## src/rtl/ssadc_pkg.sv

```systemverilog
package ssadc_pkg;

  // register offsets (byte addresses on the plain register port)
  localparam logic [3:0] SEQ_CFG_OFS  = 4'h0;
  localparam logic [3:0] MODE_CFG_OFS = 4'h1;
  localparam logic [3:0] TIMER_PRESCALER_LO_OFS  = 4'h2;
  localparam logic [3:0] START_OFS    = 4'h3;
  localparam logic [3:0] STATUS_OFS   = 4'h4;
  localparam logic [3:0] MASK_OFS     = 4'h5;
  localparam logic [3:0] CHANNEL_SELECT_OFS     = 4'h6;

  // reset values
  localparam logic [7:0] CFG_RST = 8'h00;

  // field positions, sequence config
  localparam int REF_CONTINUOUS_SELECT_BIT = 0;
  localparam int CONT_BIT     = 1;
  localparam int MULTI_BIT    = 2;
  localparam int CHANNEL_SELECT_LSB     = 3;
  localparam int REP_LSB      = 6;
  // field positions, mode config
  localparam int MODE_BIT     = 0;
  localparam int REFSEL_BIT   = 1;
  localparam int POL_BIT      = 2;
  localparam int DIR_BIT      = 3;
  localparam int INTSEQ_BIT   = 4;
  localparam int CUR_LSB      = 5;
  // field positions, start register
  localparam int START_BIT    = 0;
  localparam int RAMP_BIT     = 1;
  localparam int PRESHI_LSB   = 4;
  // status bits
  localparam int EV_CHANNEL_SELECT_BIT  = 0;
  localparam int EV_SEQ_BIT   = 1;

  localparam logic [2:0] LAST_CHANNEL_SELECT = 3'h5;
  localparam logic [1:0] REP_UNUSED = 2'h3;
  localparam logic [2:0] REF_SLOT   = 3'h7; // mux code of internal reference

  typedef enum logic [1:0] {
    SS_IDLE = 2'b00,
    SS_CONTINUOUS_SELECT = 2'b01,
    SS_WAIT = 2'b10
  } ssadc_state_e;

  // analog side configuration handed to the front end
  typedef struct packed {
    logic       compare;   // 0 comparator, 1 a/d
    logic       refSelect;
    logic       crossingPolarity;
    logic       countDirection;
    logic       rampSourceSelect;
    logic [2:0] chargeCurrentSelect;
    logic [11:0] timerPrescaler;
  } ssadc_front_s;

  typedef struct packed {
    ssadc_state_e state;
    logic [7:0]   seqCfg;
    logic [7:0]   modeCfg;
    logic [7:0]   presLo;
    logic [7:0]   startCfg;
    logic [1:0]   status;
    logic [1:0]   mask;
    logic [2:0]   channel_select;       // current data channel
    logic         refPhase;   // converting the reference after data
    logic [1:0]   rep;        // repeats done on current channel
    logic         convStart;  // one-cycle start pulse to front end
    logic         startSeen;  // start consumed by a single pass
    logic [7:0]   rdata;
  } ssadc_state_s;

endpackage : ssadc_pkg

```

## src/rtl/ssadc_seq.sv

```systemverilog
`timescale 1ns/1ps

module ssadc_seq (
  input  wire logic                  mclk,
  input  wire logic                  rst,
  input  wire logic [3:0]            regAddr,
  input  wire logic [7:0]            regWdata,
  input  wire logic                  regWr,
  input  wire logic                  regRd,
  output logic      [7:0]            regRdata,
  input  wire logic                  convDone,
  output logic                       convStart,
  output logic      [2:0]            muxSelect,
  output ssadc_pkg::ssadc_front_s    frontCfg,
  output logic                       busy,
  output logic                       irq
);

  ssadc_pkg::ssadc_state_s cur_ff;
  ssadc_pkg::ssadc_state_s nxt_cur;

  ////////////////////////////////////////////////////////////////////////////
  // decode helpers

  // last repeat index per channel (conversions minus one), unused code treated as one conversion
  function automatic logic [1:0] ssadc_last_rep(input logic [1:0] f);
    ssadc_last_rep = (f == ssadc_pkg::REP_UNUSED) ? 2'h0 : f;
  endfunction : ssadc_last_rep

  // clamps unused channel codes to the highest real channel
  function automatic logic [2:0] ssadc_clamp_channel_select(input logic [2:0] c);
    ssadc_clamp_channel_select = (c > ssadc_pkg::LAST_CHANNEL_SELECT) ? ssadc_pkg::LAST_CHANNEL_SELECT : c;
  endfunction : ssadc_clamp_channel_select

  ////////////////////////////////////////////////////////////////////////////
  // next-state logic
  logic       adMode;
  logic       startBit;
  logic       multi;
  logic       cont;
  logic       refEn;
  logic       intSeq;
  logic [2:0] lastChan;
  logic [1:0] lastRep;
  logic [1:0] events;
  logic       chanDone;
  logic       passDone;

  always_comb
  begin
    nxt_cur   = cur_ff;
    adMode    = cur_ff.modeCfg[ssadc_pkg::MODE_BIT];
    startBit  = cur_ff.startCfg[ssadc_pkg::START_BIT];
    multi     = cur_ff.seqCfg[ssadc_pkg::MULTI_BIT];
    cont      = cur_ff.seqCfg[ssadc_pkg::CONT_BIT];
    refEn     = cur_ff.seqCfg[ssadc_pkg::REF_CONTINUOUS_SELECT_BIT];
    intSeq    = cur_ff.modeCfg[ssadc_pkg::INTSEQ_BIT];
    lastChan  = ssadc_clamp_channel_select(cur_ff.seqCfg[ssadc_pkg::CHANNEL_SELECT_LSB +: 3]);
    lastRep   = ssadc_last_rep(cur_ff.seqCfg[ssadc_pkg::REP_LSB +: 2]);
    events    = 2'h0;
    chanDone  = 1'b0;
    passDone  = 1'b0;
    nxt_cur.convStart = 1'b0;
    nxt_cur.rdata     = 8'h00;

    // register writes
    if (regWr)
    begin
      unique case (regAddr)
        ssadc_pkg::SEQ_CFG_OFS:  nxt_cur.seqCfg   = regWdata;
        ssadc_pkg::MODE_CFG_OFS: nxt_cur.modeCfg  = regWdata;
        ssadc_pkg::TIMER_PRESCALER_LO_OFS:  nxt_cur.presLo   = regWdata;
        ssadc_pkg::START_OFS:    nxt_cur.startCfg = regWdata;
        ssadc_pkg::MASK_OFS:     nxt_cur.mask     = regWdata[1:0];
        default: ;
      endcase
    end

    // sequencer
    unique case (cur_ff.state)
      ssadc_pkg::SS_IDLE:
      begin
        if (startBit && adMode && !cur_ff.startSeen)
        begin
          nxt_cur.channel_select      = multi ? 3'h0 : lastChan;
          nxt_cur.refPhase  = 1'b0;
          nxt_cur.rep       = 2'h0;
          nxt_cur.convStart = 1'b1;
          nxt_cur.state     = ssadc_pkg::SS_CONTINUOUS_SELECT;
        end
      end
      ssadc_pkg::SS_CONTINUOUS_SELECT:
      begin
        if (convDone)
        begin
          nxt_cur.convStart = 1'b1;
          if (refEn && !cur_ff.refPhase)
            nxt_cur.refPhase = 1'b1;
          else
          begin
            nxt_cur.refPhase = 1'b0;
            if (cur_ff.rep != lastRep)
              nxt_cur.rep = cur_ff.rep + 2'h1;
            else
            begin
              chanDone    = 1'b1;
              nxt_cur.rep = 2'h0;
              if (multi && cur_ff.channel_select < lastChan)
                nxt_cur.channel_select = cur_ff.channel_select + 3'h1;
              else
              begin
                passDone     = 1'b1;
                nxt_cur.channel_select = multi ? 3'h0 : lastChan;
                if (!cont)
                begin
                  nxt_cur.convStart = 1'b0;
                  nxt_cur.startSeen = 1'b1;
                  nxt_cur.state     = ssadc_pkg::SS_IDLE;
                end
              end
            end
          end
        end
      end
      default: nxt_cur.state = ssadc_pkg::SS_IDLE;
    endcase

    // clearing start stops at once and rearms a single pass
    if (!nxt_cur.startCfg[ssadc_pkg::START_BIT] ||
        !nxt_cur.modeCfg[ssadc_pkg::MODE_BIT])
    begin
      nxt_cur.state     = ssadc_pkg::SS_IDLE;
      nxt_cur.convStart = 1'b0;
      nxt_cur.startSeen = 1'b0;
    end

    events[ssadc_pkg::EV_CHANNEL_SELECT_BIT] = chanDone && !intSeq;
    events[ssadc_pkg::EV_SEQ_BIT]  = passDone && intSeq;
    // write-one-to-clear, a new event wins over the clear
    if (regWr && regAddr == ssadc_pkg::STATUS_OFS)
      nxt_cur.status = cur_ff.status & ~regWdata[1:0];
    nxt_cur.status = nxt_cur.status | events;

    // register reads, data in the next cycle
    if (regRd)
    begin
      unique case (regAddr)
        ssadc_pkg::SEQ_CFG_OFS:  nxt_cur.rdata = cur_ff.seqCfg;
        ssadc_pkg::MODE_CFG_OFS: nxt_cur.rdata = cur_ff.modeCfg;
        ssadc_pkg::TIMER_PRESCALER_LO_OFS:  nxt_cur.rdata = cur_ff.presLo;
        ssadc_pkg::START_OFS:    nxt_cur.rdata = cur_ff.startCfg;
        ssadc_pkg::STATUS_OFS:   nxt_cur.rdata = {6'h00, cur_ff.status};
        ssadc_pkg::MASK_OFS:     nxt_cur.rdata = {6'h00, cur_ff.mask};
        ssadc_pkg::CHANNEL_SELECT_OFS:     nxt_cur.rdata = {3'h0, cur_ff.refPhase,
                                   cur_ff.state != ssadc_pkg::SS_IDLE,
                                   cur_ff.channel_select};
        default:                 nxt_cur.rdata = 8'h00;
      endcase
    end
  end

  ////////////////////////////////////////////////////////////////////////////
  // state register
  always_ff @(posedge mclk or posedge rst)
  begin
    if (rst)
    begin
      cur_ff          <= '0;
      cur_ff.seqCfg   <= ssadc_pkg::CFG_RST;
      cur_ff.modeCfg  <= ssadc_pkg::CFG_RST;
      cur_ff.presLo   <= ssadc_pkg::CFG_RST;
      cur_ff.startCfg <= ssadc_pkg::CFG_RST;
      cur_ff.state    <= ssadc_pkg::SS_IDLE;
    end
    else
      cur_ff <= nxt_cur;
  end

  ////////////////////////////////////////////////////////////////////////////
  // outputs
  assign regRdata  = cur_ff.rdata;
  assign convStart = cur_ff.convStart;
  assign busy      = cur_ff.state != ssadc_pkg::SS_IDLE;
  // reference slot carries the reference code so the mux sees it directly
  assign muxSelect = cur_ff.refPhase ? ssadc_pkg::REF_SLOT : cur_ff.channel_select;
  assign irq       = |(cur_ff.status & cur_ff.mask);

  // front-end configuration straight from the registers
  always_comb
  begin
    frontCfg.compare          = cur_ff.modeCfg[ssadc_pkg::MODE_BIT];
    frontCfg.refSelect        = cur_ff.modeCfg[ssadc_pkg::REFSEL_BIT];
    frontCfg.crossingPolarity = cur_ff.modeCfg[ssadc_pkg::POL_BIT];
    frontCfg.countDirection   = cur_ff.modeCfg[ssadc_pkg::DIR_BIT];
    frontCfg.rampSourceSelect = cur_ff.startCfg[ssadc_pkg::RAMP_BIT];
    frontCfg.chargeCurrentSelect = cur_ff.modeCfg[ssadc_pkg::CUR_LSB +: 3];
    frontCfg.timerPrescaler   = {cur_ff.startCfg[ssadc_pkg::PRESHI_LSB +: 4],
                                 cur_ff.presLo};
  end

  ////////////////////////////////////////////////////////////////////////////
  // checks

  ref_follows_a: assert property (@(posedge mclk) disable iff (rst)
    (cur_ff.state == ssadc_pkg::SS_CONTINUOUS_SELECT && convDone && !cur_ff.refPhase
     && refEn && startBit && adMode && !(regWr))
    |=> (muxSelect == ssadc_pkg::REF_SLOT))
    else $error("reference not converted after data");

  data_after_a: assert property (@(posedge mclk) disable iff (rst)
    (cur_ff.state == ssadc_pkg::SS_CONTINUOUS_SELECT && convDone && cur_ff.refPhase
     && startBit && adMode && !regWr) |=> !cur_ff.refPhase)
    else $error("reference phase did not end");

  no_ref_a: assert property (@(posedge mclk) disable iff (rst)
    (!refEn && !$past(refEn)) |-> !cur_ff.refPhase)
    else $error("reference phase without enable");

  rep_step_a: assert property (@(posedge mclk) disable iff (rst)
    (cur_ff.state == ssadc_pkg::SS_CONTINUOUS_SELECT && convDone && !regWr
     && (!refEn || cur_ff.refPhase) && cur_ff.rep != lastRep)
    |=> cur_ff.rep == $past(cur_ff.rep) + 2'h1)
    else $error("repeat count did not advance");

  seq_zero_a: assert property (@(posedge mclk) disable iff (rst)
    (cur_ff.state == ssadc_pkg::SS_IDLE && startBit && adMode
     && !cur_ff.startSeen && multi) |=> muxSelect == 3'h0)
    else $error("sequence did not start at channel zero");

  channel_select_step_a: assert property (@(posedge mclk) disable iff (rst)
    (chanDone && multi && cur_ff.channel_select < lastChan && !regWr)
    |=> cur_ff.channel_select == $past(cur_ff.channel_select) + 3'h1)
    else $error("sequence did not step to next channel");

  single_channel_select_a: assert property (@(posedge mclk) disable iff (rst)
    (cur_ff.state == ssadc_pkg::SS_IDLE && startBit && adMode
     && !cur_ff.startSeen && !multi) |=> muxSelect == $past(lastChan))
    else $error("single channel not selected");

  channel_select_range_a: assert property (@(posedge mclk) disable iff (rst)
    busy |-> cur_ff.channel_select <= ssadc_pkg::LAST_CHANNEL_SELECT)
    else $error("channel beyond last");

  stop_a: assert property (@(posedge mclk) disable iff (rst)
    (regWr && regAddr == ssadc_pkg::START_OFS && !regWdata[0])
    |=> !busy && !convStart)
    else $error("start clear did not stop");

  start_a: assert property (@(posedge mclk) disable iff (rst)
    (!busy && regWr && regAddr == ssadc_pkg::START_OFS && regWdata[0]
     && adMode && !cur_ff.startSeen) |=> ##1 (busy && convStart))
    else $error("start did not launch");

  comp_idle_a: assert property (@(posedge mclk) disable iff (rst)
    !adMode && !$past(adMode) |-> !busy)
    else $error("busy in comparator mode");

  mode_stop_a: assert property (@(posedge mclk) disable iff (rst)
    (regWr && regAddr == ssadc_pkg::MODE_CFG_OFS
     && !regWdata[ssadc_pkg::MODE_BIT]) |=> !busy && !convStart)
    else $error("mode clear did not stop");

  int_channel_select_a: assert property (@(posedge mclk) disable iff (rst)
    (chanDone && !intSeq) |=> cur_ff.status[ssadc_pkg::EV_CHANNEL_SELECT_BIT])
    else $error("channel interrupt missing");

  int_seq_a: assert property (@(posedge mclk) disable iff (rst)
    (chanDone && intSeq && !passDone && !(regWr && regAddr ==
     ssadc_pkg::STATUS_OFS)) |=> $stable(cur_ff.status))
    else $error("sequence interrupt too early");

  int_pass_a: assert property (@(posedge mclk) disable iff (rst)
    (passDone && intSeq) |=> cur_ff.status[ssadc_pkg::EV_SEQ_BIT])
    else $error("sequence interrupt missing");

  once_a: assert property (@(posedge mclk) disable iff (rst)
    (passDone && !cont && !regWr) |=> !busy [*2])
    else $error("single pass did not end");

  cont_run_a: assert property (@(posedge mclk) disable iff (rst)
    (passDone && cont && !regWr) |=> busy && convStart)
    else $error("continuous pass did not restart");

  timer_prescaler_a: assert property (@(posedge mclk) disable iff (rst)
    (regWr && regAddr == ssadc_pkg::TIMER_PRESCALER_LO_OFS)
    |=> frontCfg.timerPrescaler[7:0] == $past(regWdata))
    else $error("prescaler low byte lost");

  // read data stand only in the cycle after a strobe
  rdata_idle_a: assert property (@(posedge mclk) disable iff (rst)
    !regRd |=> regRdata == 8'h00)
    else $error("read data without a read strobe");

  seq_cov_c:  cover property (@(posedge mclk) passDone && multi);
  ref_cov_c:  cover property (@(posedge mclk) cur_ff.refPhase && convDone);
  cont_cov_c: cover property (@(posedge mclk) passDone && cont);
  rep_cov_c:  cover property (@(posedge mclk) chanDone && lastRep == 2'h2);
  once_cov_c: cover property (@(posedge mclk) passDone && !multi && !cont);

endmodule : ssadc_seq

```

## config.mk

```make
export PLATFORM = sky130hd
export DESIGN_NAME = ssadc_seq
export DESIGN_NICKNAME = d
export VERILOG_FILES = /design/src/rtl/ssadc_pkg.sv /design/src/rtl/ssadc_seq.sv
export SDC_FILE = /design/constraint.sdc
export NUM_CORES = 1
export LEC_CHECK = 0
export ABC_AREA = 0
export BUFFER_PORTS_ARGS = -buffer_cell sky130_fd_sc_hd__clkbuf_2
export CORE_ASPECT_RATIO = 0.8
export CORE_MARGIN = 2
export CORE_UTILIZATION = 52
export CTS_BUF_LIST = sky130_fd_sc_hd__clkbuf_8
export DETAILED_ROUTE_END_ITERATION = 16
export PLACE_DENSITY = 0.78
export SETUP_SLACK_MARGIN = 0.2
export SYNTH_ARGS = -nofsm -noshare
export SYNTH_HDL_FRONTEND = slang
export SYNTH_SLANG_ARGS = --single-unit
export TNS_END_PERCENT = 20
```

## constraint.sdc

```tcl
create_clock -name mclk -period 1.6 [get_ports mclk]
set_input_delay 0.08 -clock mclk [delete_from_list [all_inputs] [get_ports mclk]]
set_output_delay 0.08 -clock mclk [all_outputs]
set_load 0.01 [all_outputs]
```

# Word level (Yosys, flattened, before mapping)
# Cells that the tools add are included.
dict set report op_classes {
  muxes 42
  n_eq_ne 23
  bitwise_logic 4
  order_cmp 2
  addsub 2
  reduce_logical 30
}
# op count
set ops {}
lappend ops {{8-bit one-hot mux with 7 select lines} 1}
lappend ops {{8-bit two-way mux} 4}
lappend ops {{2-bit two-way mux} 14}
lappend ops {{3-bit two-way mux} 6}
lappend ops {{3-bit inequality test (second input constant)} 6}
lappend ops {{17-bit two-way mux} 1}
lappend ops {{7-bit one-hot mux with 2 select lines} 1}
lappend ops {{4-bit by 3-bit equality test with 1-bit output (second input constant)} 3}
lappend ops {{1-bit two-way mux} 12}
lappend ops {{6-bit AND reduction} 2}
lappend ops {{2-bit AND reduction} 5}
lappend ops {{4-bit by 2-bit equality test with 1-bit output (second input constant)} 2}
lappend ops {{2-bit by 1-bit inequality test with 1-bit output (second input constant)} 4}
lappend ops {{2-bit inequality test (second input constant)} 4}
lappend ops {{2-bit nonzero test} 4}
lappend ops {{1-bit logical AND} 7}
lappend ops {{7-bit two-way mux} 1}
lappend ops {{1-bit logical NOT} 5}
lappend ops {{5-bit AND reduction} 1}
lappend ops {{2-bit AND} 2}
lappend ops {{4-bit by 1-bit equality test with 1-bit output (second input constant)} 1}
lappend ops {{4-bit logical NOT} 1}
lappend ops {{4-bit two-way mux} 1}
lappend ops {{2-bit one-hot mux with 2 select lines} 1}
lappend ops {{other kinds (14)} 14}
dict set report word_totals {
  input_bits 17
  word_cells 118
  register_bits 54
  out_inout_bits 34
}

# Longest topological paths before layout
# Gate-level depths: netlist (run 1).
dict set report depth {
  word_depth 11
  ltp_mapped 8
  mapped_depth_nobuf 8
}

# Worst setup path before layout (run 1)
# OpenSTA, ideal clock, no wires.
dict set report synth_path {
  path_type {reg-to-reg}
  start {reg cur_ff[49] (netlist name)}
  end {reg cur_ff[14] (netlist name)}
  stages_incl_launch_ff 8
  setup_ns 0.127
  path_buffers 0
  t_arrival_ns 1.460
  t_required_ns 1.473
  path_slack_ns 0.012
  synth_period_minus_slack_ns 1.588
  cell_sequence {dfrtp_1 -> inv_1 -> nand2_1 -> ha_1 -> o211a_1 -> nor3_1 -> a32o_1 -> mux2_1}
}
dict set report synth_via {
  elab_chain_cells 9
  elab_cells_between_ends 11
  cone_classes {order compare (2); mux (8); reduce/logical (1)}
}
# item line_no
set synth_rtl {}
lappend synth_rtl {{from (decl)} ssadc_seq.sv:19} ;# ssadc_pkg::ssadc_state_s cur_ff;
lappend synth_rtl {{from (signal assigned)} ssadc_seq.sv:176} ;# cur_ff <= nxt_cur;
lappend synth_rtl {{3-bit > comparator} ssadc_seq.sv:32} ;# ssadc_clamp_channel_select = (c > ssadc_pkg::LAST_CHANNEL_SELECT) ? ssadc_pkg::LAST_CHANNEL_SELECT : c;
lappend synth_rtl {{3-bit two-way mux *} ssadc_seq.sv:32}
lappend synth_rtl {{3-bit less-than comparator} ssadc_seq.sv:108} ;# if (multi && cur_ff.channel_select < lastChan)
lappend synth_rtl {{1-bit logical AND} ssadc_seq.sv:108}
lappend synth_rtl {{3-bit two-way mux} ssadc_seq.sv:108}
lappend synth_rtl {{3-bit two-way mux} ssadc_seq.sv:102} ;# if (cur_ff.rep != lastRep)
lappend synth_rtl {{3-bit two-way mux} ssadc_seq.sv:97} ;# if (refEn && !cur_ff.refPhase)
lappend synth_rtl {{8-bit two-way mux} ssadc_seq.sv:94} ;# if (convDone)
lappend synth_rtl {{7-bit one-hot mux with 2 select lines *} ssadc_seq.sv:80} ;# unique case (cur_ff.state)
# Mark *: on every way between the ends. The rest lies on a longest branch, timed or not. The select of a mux whose other input is x is not followed.
# A chain may end at the register's enable or synchronous reset.

# Final worst setup path (run 1)
dict set report layout_path {
  start {reg cur_ff[52] (netlist name)}
  end {reg cur_ff[15] (netlist name)}
}
dict set report layout_via {
  elab_chain_cells 3
  elab_cells_between_ends 9
  cone_classes {eq/ne (5); mux (1); reduce/logical (3)}
}
# item line_no
set layout_rtl {}
lappend layout_rtl {{2-bit by 1-bit equality test with 1-bit output / 2-bit logical NOT (equally long branches)} ssadc_seq.sv:80}
lappend layout_rtl {{2-bit inequality test (no line) / 2-bit nonzero test (equally long branches)} n/a}
lappend layout_rtl {{5-bit AND reduction (no line)} n/a}
# Several ways; a longest one is shown, not always the timed one.

==> results of run 1 <==
==> synth_stat cells, drive strengths merged, types with 3 or more instances <==
cell    number  area, um2
a22o         7      62.56
nor2b        4      25.02
mux2        37      416.7
a22oi        4      30.03
buf         33      235.2
inv          7      26.28
and4bb       3      37.53
nand4        4      31.28
mux4         3      67.56
a222oi       3      30.03
mux2i        3      30.03
or2          3      18.77
nand3        4      20.02
nor2        19      98.84
o21ai        7      35.03
ha           3      37.54
a21oi        5      25.02
dfrtp       53       1326
nand2       16      62.56
==> stage by stage <==
stage               cells  utilization (%)
global placement      346            58.17
global route          358            62.78
detailed placement    346            58.17
CTS                   356            60.54
floorplan             244                -
finish                358            62.78
==> state kept, by name (all words and copies together) (netlist names) <==
| register | flops |
|---|---|
| cont | 1 |
| convStart | 1 |
| cur_ff | 23 |
| frontCfg | 20 |
| regRdata | 8 |
==> power by group <==
part / switching [mW] / internal, mW / total [mW] / leakage (nW)
registers: 0.246 / 1.58 / 1.83 / 0.672
logic: 0.607 / 0.650 / 1.26 / 0.843
clock network: 0.424 / 0.338 / 0.762 / 0.0485
total: 1.28 / 2.57 / 3.85 / 1.56
==> worst paths after layout <==
kind / from / endpoint / cells past startpoint
max reg2reg: cur_ff[52]$_DFFE_PP0P_ / cur_ff[15]$_DFFE_PP0P_ / 6
min in group asynchronous: rst / frontCfg[13]$_DFFE_PP0P_ / 3
max in group asynchronous: rst / cur_ff[11]$_DFFE_PP0P_ / 4
min reg2reg: cur_ff[23]$_DFFE_PP0P_ / cur_ff[23]$_DFFE_PP0P_ / 1
max: cur_ff[52]$_DFFE_PP0P_ / cur_ff[15]$_DFFE_PP0P_ / 6
min: convDone / cur_ff[52]$_DFFE_PP0P_ / 2
==> cell type report <==
cell class	instances	area share (%)
multi-input cells	151	40.97
flip-flops and latches	53	39.49
inverters	7	0.7786
repair buffers	75	13.79
clock inverters	1	0.1112
clock buffers	6	2.447
well taps	65	2.410
==> logic make-up after synthesis <==
kind of cell | synth area share (%)
AOI/OAI and AO/OA | 10.67
and+or+nand+nor | 13.96
adders and majority gates | 1.317
DFF | 46.53
xor gates and xnor gates | 0.3073
muxes | 18.04
buffers and inverters | 9.175
==> what timing repair did <==
item / in CTS / in global routing
gates resized for setup: 3 / 21
buffers inserted: 2 / 2
hold buffers: 1 / 0
hold endpoints to repair: 18 / 0
setup endpoints to repair: 9 / 11
pin swaps: 4 / 15
==> routing by layer <==
| metal | vias to the layer above | part of all wire (%) |
|---|---|---|
| met5 | - | 0 |
| met4 | 0 | 2.2 |
| met3 | 15 | 6.4 |
| met2 | 95 | 47 |
| met1 | 1039 | 44 |
| li1 | 960 | - |
==> run metrics, run 1 <==
IR drop worst, VDD=0.5519 mV; placed inst area=3127 um2; GPL Wtd Cong=0.8354; kind of cell adding the most delay to the critical path=compound AO/OA/AOI/OAI gates; crit-path cells=and4bb_1 -> o21ba_2 -> a21o_2 -> buf_4 -> a21oi_1 -> o22ai_1; Max FO, Critical Path=5; CTS Buf Count=5; period utilization=104.6%; final setup margin=-0.07439 ns; maximum operating frequency=0.5972 GHz; die area=6093 um2; grt peak-use layer=met2; area of the multi-input gates=1383 um2; post-place setup slack=-0.09416 ns; Leak=1.564 nW; Synth async-reset ratio=100.0%; Via density=5.891; MaxCap Viol Count=0; met3 Usage GRT=4.019%; commonest non-fill, non-tap cell in the layout=clkbuf_2; Gate Count Post-Synth=244; power per cell area=1141 nW/um2; CTS tree=built; layout net count=313; layout cells sized above 1=49.83%; Rows=24; Post-Route WL=6792 um; vias in the first global route=2,135; Synthesis Warnings=0; Post-synth EDFFs=0; syn nets=264; Initial Util=53.03%; final setup violation count=4; Clk Latency, worst-skew pair=0.31 ns; all-layer global routing usage=23.57%; register area=1333 um2; Reg clk slew, reported paths=0.09 ns; Crit-path slowest cell=dfrtp_1; most frequent cells in the layout=49 x clkbuf_2, 48 x dfrtp_1, 25 x mux2_2; crit-path max cell delay=0.43 ns; Cell variety after synth=50; post-synthesis sequential area ratio=46.53%; Startpoint Class=register; status=finished with violations; global-route wire length before repair=10,870 um; fin crit period=1.674 ns; CP bufs+invs=1; GR Util met1=32.79%; Post-Synthesis Cell Area=2850 um2; Yosys reg bits=53; Port Buf Inserts=50; Hold Vio Cnt, Final=0; area grow syn2layout=18.39%; Finished Cell Area=3374 um2; antenna violations before repair=0; CP endpoint kind=register; Hold WS=0.008303 ns; Max-slew headroom=67.95%; ANT cells=0; Worst Tran Pin Value=0.4793 ns; detailed-router iteration count before antenna repair=5; Die X-Extent=86.78 um; WP data required=1.79 ns; grt ovf=0; io pins=51; syn_area_per_cell=11.68 um2; mean routed wirelength per cell=18.97 um; Final TNS setup=-0.1737 ns; RSZ-0062 raised after global routing=true; DR iter-0 viols=192; clk buf depth=2; H-tree Lvls=2; fillcell total=420; Root Buffer=clkbuf_8; Final ANT Viol Nets=0; Critical Path AT=1.86 ns; Die H=70.22 um; failing checks=setup timing; Slew Limit Fails=0; GR Layer Usage met2=37.18%; drt drc=0; ys flop type=dfrtp_1; Final Power=3.849 mW; hpwl dp=4948 um; vias=2,109; R2R setup slack=-0.07 ns; total core area=5375 um2; Sink Count=53; largest net degree at the start of global routing=36; kind of critical path=register to register; Setup Skew=0.006057 ns; Min-Delay Path Class=primary input to register
No activity file was read; power rests on OpenSTA's default activity.
==> inputs of run 2 (changes only) <==
--- a/config.mk
+++ b/config.mk
@@ -9,10 +9,11 @@
 export BUFFER_PORTS_ARGS = -buffer_cell sky130_fd_sc_hd__clkbuf_2
 export CORE_ASPECT_RATIO = 0.8
 export CORE_MARGIN = 2
-export CORE_UTILIZATION = 52
+export CORE_UTILIZATION = 45
 export CTS_BUF_LIST = sky130_fd_sc_hd__clkbuf_8
 export DETAILED_ROUTE_END_ITERATION = 16
-export PLACE_DENSITY = 0.78
+export GPL_TIMING_DRIVEN = 1
+export PLACE_DENSITY = 0.69
 export SETUP_SLACK_MARGIN = 0.2
 export SYNTH_ARGS = -nofsm -noshare
 export SYNTH_HDL_FRONTEND = slang
==> run 2 against run 1 <==
Against the previous run:
- the run still ends with setup timing left
- critical path depth up 1
- worst setup slack better by 0.020 ns
- combinational power about the same
- design area up 1.5%
- clock power down 4.9%
- sequential cell count unchanged
- sequential power about the same
- global-route usage down 3.5 points
- maximum frequency up 1.2%
- core utilization down 5.8 points
- critical endpoint is now cur_ff[14]$_DFFE_PP0P_
==> run metrics, run 2 (synthesis results as in run 1) <==
status=finished with violations; failing checks=setup timing; Max-slew headroom=66.99% (-0.97 points); ANT cells=0 (unchanged); CP endpoint kind=register; Hold WS=0.03139 ns (+0.02309 ns); power per cell area=1112 nW/um2 (-2.5%); Crit-path slowest cell=dfrtp_1; maximum operating frequency=0.6045 GHz (+1.2%); GPL Wtd Cong=0.8548 (+2.3%); DR iter-0 viols=150 (-22%); Max FO, Critical Path=4 (-1); vias=2,101 (-0.38%); Via density=5.544 (-5.9%); vias in the first global route=2,016 (-5.6%); CTS tree=built; area grow syn2layout=20.15%; grt ovf=0 (unchanged); Die X-Extent=92.98 um (+7.2%); kind of critical path=register to register; CTS Buf Count=5 (unchanged); global-route wire length before repair=10,620 um (-2.3%); Root Buffer=clkbuf_8; post-place setup slack=-0.03263 ns (+0.06153 ns); Die H=75.19 um (+7.1%); drt drc=0 (unchanged); Final ANT Viol Nets=0 (unchanged); die area=6991 um2 (+15%); final setup violation count=2 (-2); period utilization=103.4% (-1.3 points); layout net count=317 (+1.3%); clk buf depth=2 (unchanged); Sink Count=53 (unchanged); fin crit period=1.654 ns (-0.02016 ns); crit-path cells=inv_2 -> nand2_4 -> ha_4 -> o211a_4 -> nor3_4 -> a32o_1 -> mux2_4; io pins=51 (unchanged); most frequent cells in the layout=49 x dfrtp_1, 48 x clkbuf_2, 25 x mux2_2; largest net degree at the start of global routing=32 (-11%); crit-path max cell delay=0.40 ns (-0.03 ns); commonest non-fill, non-tap cell in the layout=dfrtp_1; Reg clk slew, reported paths=0.09 ns (about the same); Largest Register=cur_ff; antenna violations before repair=0 (unchanged); Critical Path AT=1.85 ns (about the same); Startpoint Class=register; Port Buf Inserts=50 (unchanged); IR drop worst, VDD=0.6466 mV (+17%); Min-Delay Path Class=primary input to register; Post-Route WL=6622 um (-2.5%); Initial Util=47.46% (-5.6 points); max reg flops=23 (unchanged); Core Util, Final=57.02% (-5.8 points); all-layer global routing usage=20.10% (-3.5 points); Rows=25 (+4.2%); WP data required=1.79 ns (about the same); Clk Latency, worst-skew pair=0.31 ns (about the same); hpwl dp=4873 um (-1.5%); final setup margin=-0.05424 ns (+0.02016 ns); Setup Skew=0.01230 ns (+0.006242 ns); MaxCap Viol Count=0 (unchanged); Worst Tran Pin Value=0.4945 ns (+0.01523 ns); detailed-router iteration count before antenna repair=4 (-1); total core area=6006 um2 (+12%); Hold Vio Cnt, Final=0 (unchanged); RSZ-0062 raised after global routing=true; layout cells sized above 1=49.66% (-0.16 points); H-tree Lvls=2 (unchanged); Leak=1.588 nW (+1.6%); Slew Limit Fails=0 (unchanged); mean routed wirelength per cell=17.47 um (-7.9%)
[run 2: what timing repair did]
action / CTS / global route
pin swaps: 12 / 11
setup buffers: 4 / 0
endpoints found under the setup margin: 7 / 15
gates resized for setup: 9 / 19
hold endpoints to repair: 22 / 1
hold buffers: 1 / 1
[run 2: area by class of cell]
type | instances | area, um2
clock buffer | 5 | 68.82
clock inverter | 3 | 15.01
fill | 538 | 2581
inverter | 7 | 26.28
multi-input combinational | 151 | 1360
sequential | 53 | 1331
tap | 81 | 101.3
timing repair buffer | 79 | 521.8
[run 2: power by group]
part / total (mW) / leakage [nW] / switching [mW] / internal [mW]
Sequential: 1.83 / 0.674 / 0.250 / 1.58
Clock: 0.725 / 0.0467 / 0.427 / 0.298
Combinational: 1.25 / 0.868 / 0.592 / 0.661
[run 2: final timing paths]
| check | start | to | slack (ns) | cells after the start |
|---|---|---|---|---|
| setup / recovery | cur_ff[49]$_DFFE_PP0P_ | cur_ff[14]$_DFFE_PP0P_ | -0.05 | 7 |
| hold / removal | regWdata[7] | cur_ff[51]$_DFFE_PP0P_ | 0.03 | 3 |
| setup reg to reg | cur_ff[49]$_DFFE_PP0P_ | cur_ff[14]$_DFFE_PP0P_ | -0.05 | 7 |
| hold reg to reg | cur_ff[18]$_DFF_PP0_ | cur_ff[18]$_DFF_PP0_ | 0.51 | 2 |
| max in group asynchronous | rst | cur_ff[11]$_DFFE_PP0P_ | 0.72 | 4 |
| min in group asynchronous | rst | regRdata[6]$_DFF_PP0_ | 0.32 | 3 |
[run 2: layer usage]
metal,share of wire [%],vias to the layer above,GRT usage [%]
met5,0,-,0
met3,6.5,4,4.104
li1,-,977,-
met2,45,78,31.80
met4,0.51,0,4.412
met1,48,1042,29.08
[run 2: critical path: cells and delay by family, from the launching register on]
kind            cells  cell delay (ns)
flops               1             0.40
buf+inv             1             0.12
simple gates        2             0.12
fa+ha+maj           1             0.26
compound gates      2             0.39
mux                 1             0.26
[run 2: per-stage QoR]
step           cells  area (um2)  TNS [ns]  power (mW)
4_1_cts          378        3337  -0.07845       3.726
3_3_place_gp     365        3169         0       2.897
5_1_grt          379        3425   -0.3647       4.034
2_1_floorplan    244        2855         0       2.608
3_5_place_dp     365        3169  -0.07127       2.929
6_report         379        3425  -0.06344       3.809
==> inputs of run 3 (changes only) <==
--- a/config.mk
+++ b/config.mk
@@ -11,6 +11,7 @@
 export CORE_MARGIN = 2
 export CORE_UTILIZATION = 45
 export CTS_BUF_LIST = sky130_fd_sc_hd__clkbuf_8
+export CTS_CLUSTER_DIAMETER = 50
 export DETAILED_ROUTE_END_ITERATION = 16
 export GPL_TIMING_DRIVEN = 1
 export PLACE_DENSITY = 0.69
@@ -18,4 +19,4 @@
 export SYNTH_ARGS = -nofsm -noshare
 export SYNTH_HDL_FRONTEND = slang
 export SYNTH_SLANG_ARGS = --single-unit
-export TNS_END_PERCENT = 20
+export TNS_END_PERCENT = 100
==> constraint.sdc (replaced) <==
create_clock -name mclk -period 1.4 [get_ports mclk]
set_input_delay 0.07 -clock mclk [delete_from_list [all_inputs] [get_ports mclk]]
set_output_delay 0.07 -clock mclk [all_outputs]
set_load 0.01 [all_outputs]
==> run 3 against run 2 <==
Against the previous run:
- the flow still finishes with violations (setup timing)
- largest cell class unchanged
- critical endpoint unchanged
- non-clock buffer count up 38
- clock power up 41%
- sequential cell count unchanged
- die area unchanged
- core utilization up 7.7 points
- sequential power up 13%
==> run metrics, run 3 (synthesis results as in run 1) <==
status=finished with violations; failing checks=setup timing; DR top layer=met4; Rows=25 (unchanged); crit-path max cell delay=0.41 ns (about the same); DR iter-0 viols=123 (-18%); CTS tree=built; DRT met1 WL=3356 um (+5.3%); fillcell total=475 (-12%); vias=2,240 (+6.6%); period utilization=120.2% (+17 points); grt ovf=0 (unchanged); MaxCap Viol Count=0 (unchanged); placed inst area=3395 um2 (+7.1%); Slew Limit Fails=0 (unchanged); Finished Cell Area=3887 um2 (+14%); Final TNS setup=-1.658 ns (-1.595 ns); area of the multi-input gates=1446 um2 (+6.3%); maximum operating frequency=0.5945 GHz (-1.7%); Root Buffer=clkbuf_8; Initial Util=47.46% (unchanged); Critical Path AT=1.88 ns (+0.03 ns); vias in the first global route=2,362 (+17%); CTS Buf Count=5 (unchanged); CP endpoint kind=register; kind of critical path=register to register; Worst Tran Pin Value=0.4747 ns (-0.01979 ns); final setup violation count=10 (+8); Startpoint Class=register; IR drop worst, VDD=0.8829 mV (+37%); Detail Route met2 WL=3515 um (+18%); total core area=6006 um2 (unchanged); H-tree Lvls=2 (unchanged); mean routed wirelength per cell=17.69 um (+1.3%); Max-slew headroom=68.29% (+1.3 points); clk buf depth=2 (unchanged); Die X-Extent=92.98 um (unchanged); register area=1333 um2 (about the same); global-route wire length before repair=11,810 um (+11%); Port Buf Inserts=50 (unchanged); layout cells sized above 1=58.21% (+8.5 points); most frequent cells in the layout=48 x dfrtp_1, 48 x buf_4, 46 x clkbuf_2; met3 routed WL=398 um (-7.0%); max reg flops=23 (unchanged); Post-Route WL=7361 um (+11%); largest net degree at the start of global routing=20 (-38%); hpwl dp=5297 um (+8.7%); WP data required=1.60 ns (-0.19 ns); switching component of the power=1.603 mW (+26%); area grow syn2layout=36.39%; Reg clk slew, reported paths=0.09 ns (about the same); Die H=75.19 um (unchanged); ANT cells=0 (unchanged); GPL Wtd Cong=0.8374 (-2.0%); io pins=51 (unchanged); Clk pwr share=20.2% (+1.2 points); final setup margin=-0.2822 ns (-0.2279 ns); RSZ-0062 raised after global routing=true; sw frac=31.84% (-1.5 points); Leak=1.828 nW (+15%); Finished Layout Cells=416 (+9.8%); Flop pwr share=41.1% (-7.0 points); dpl cells=392 (+7.4%); all-layer global routing usage=22.39% (+2.3 points); Via density=5.385 (-2.9%); Logic pwr share=38.7% (+5.8 points); Largest Register=cur_ff; fin crit period=1.682 ns (+0.02794 ns); Clk Latency, worst-skew pair=0.31 ns (about the same); Hold Vio Cnt, Final=0 (unchanged); Final ANT Viol Nets=0 (unchanged); Core Util, Final=64.73% (+7.7 points); Sink Count=53 (unchanged); detailed-router iteration count before antenna repair=5 (+1); die area=6991 um2 (unchanged); drt drc=0 (unchanged); Setup Skew=0.002258 ns (-0.01004 ns); antenna violations before repair=0 (unchanged); crit-path cells=inv_2 -> nand2_2 -> ha_4 -> o211a_4 -> nor3_4 -> a32o_1 -> mux2_4; Crit-path slowest cell=dfrtp_1; Min-Delay Path Class=primary input to register; Max FO, Critical Path=4 (unchanged); power per cell area=1295 nW/um2 (+16%); layout net count=355 (+12%); Pint=3.432 mW (+35%)
==> run 3: changes by cell type in the layout (fill, tap and decap cells not counted), sizes merged <==
cell    previous run  this run
buf               29        69
clkbuf            53        51
clkinv             0         1
bufinv             0         1
inv                9         6
==> run 3: per-stage QoR <==
step	worst slack (ns)	hold slack [ns]	power, mW
after floorplan	-0.1559	0.1314	2.983
after global placement	-0.1846	0.08951	3.471
after detailed placement	-0.2210	0.1047	3.520
after CTS	-0.2238	0.01760	4.745
after global routing	-0.3596	0.02568	5.307
final	-0.2822	0.02418	5.035
==> run 3: per-layer routing <==
metal / vias to the layer above / GRT usage (%)
li1: 1050 / -
met1: 1113 / 30.49
met2: 67 / 37.52
met3: 10 / 4.004
met4: 0 / 6.373
met5: - / 0
==> run 3: area by class of cell <==
type | instances | share of cell area [%]
Tap cell | 81 | 2.607
Inverter | 7 | 0.7724
Clock inverter | 2 | 0.9012
Clock buffer | 5 | 1.770
Timing Repair Buffer | 117 | 22.47
Multi-Input combinational cell | 151 | 37.21
Sequential cell | 53 | 34.28
==> run 3: repair_timing <==
action	4_1_cts	5_1_grt
pin swaps	4	13
setup buffers	9	6
resized for setup	27	34
endpoints found under the hold margin	17	0
endpoints found under the setup margin	20	24
hold buffers	2	0
==> run 3: power by group through the flow <==
stage	combinational, mW	sequential (mW)	clock (mW)
2_1_floorplan	0.961	2.02	0
3_3_place_gp	1.42	2.05	0
3_5_place_dp	1.45	2.07	0
4_1_cts	1.65	2.04	1.05
5_1_grt	2.10	2.09	1.11
6_report	1.95	2.07	1.02
==> run 3: path summary, 6_finish.rpt <==
path / depth (start not counted) / endpoint / slack, ns / startpoint
max in group asynchronous: 4 / cur_ff[50]$_DFFE_PP0P_ / 0.48 / rst
min in group asynchronous: 3 / regRdata[2]$_DFF_PP0_ / 0.32 / rst
max: 7 / cur_ff[14]$_DFFE_PP0P_ / -0.28 / cur_ff[49]$_DFFE_PP0P_
min reg2reg: 1 / cur_ff[23]$_DFFE_PP0P_ / 0.52 / cur_ff[23]$_DFFE_PP0P_
min: 2 / frontCfg[5]$_DFFE_PP0P_ / 0.02 / regWdata[5]
max reg2reg: 7 / cur_ff[14]$_DFFE_PP0P_ / -0.28 / cur_ff[49]$_DFFE_PP0P_
==> run 3: critical path: cells and delay by family, from the launching register on <==
family | cells | cell delay [ns]
fa+ha+maj | 1 | 0.27
mux | 1 | 0.26
flops | 1 | 0.41
buf+inv | 1 | 0.11
simple gates | 2 | 0.12
compound gates | 2 | 0.39
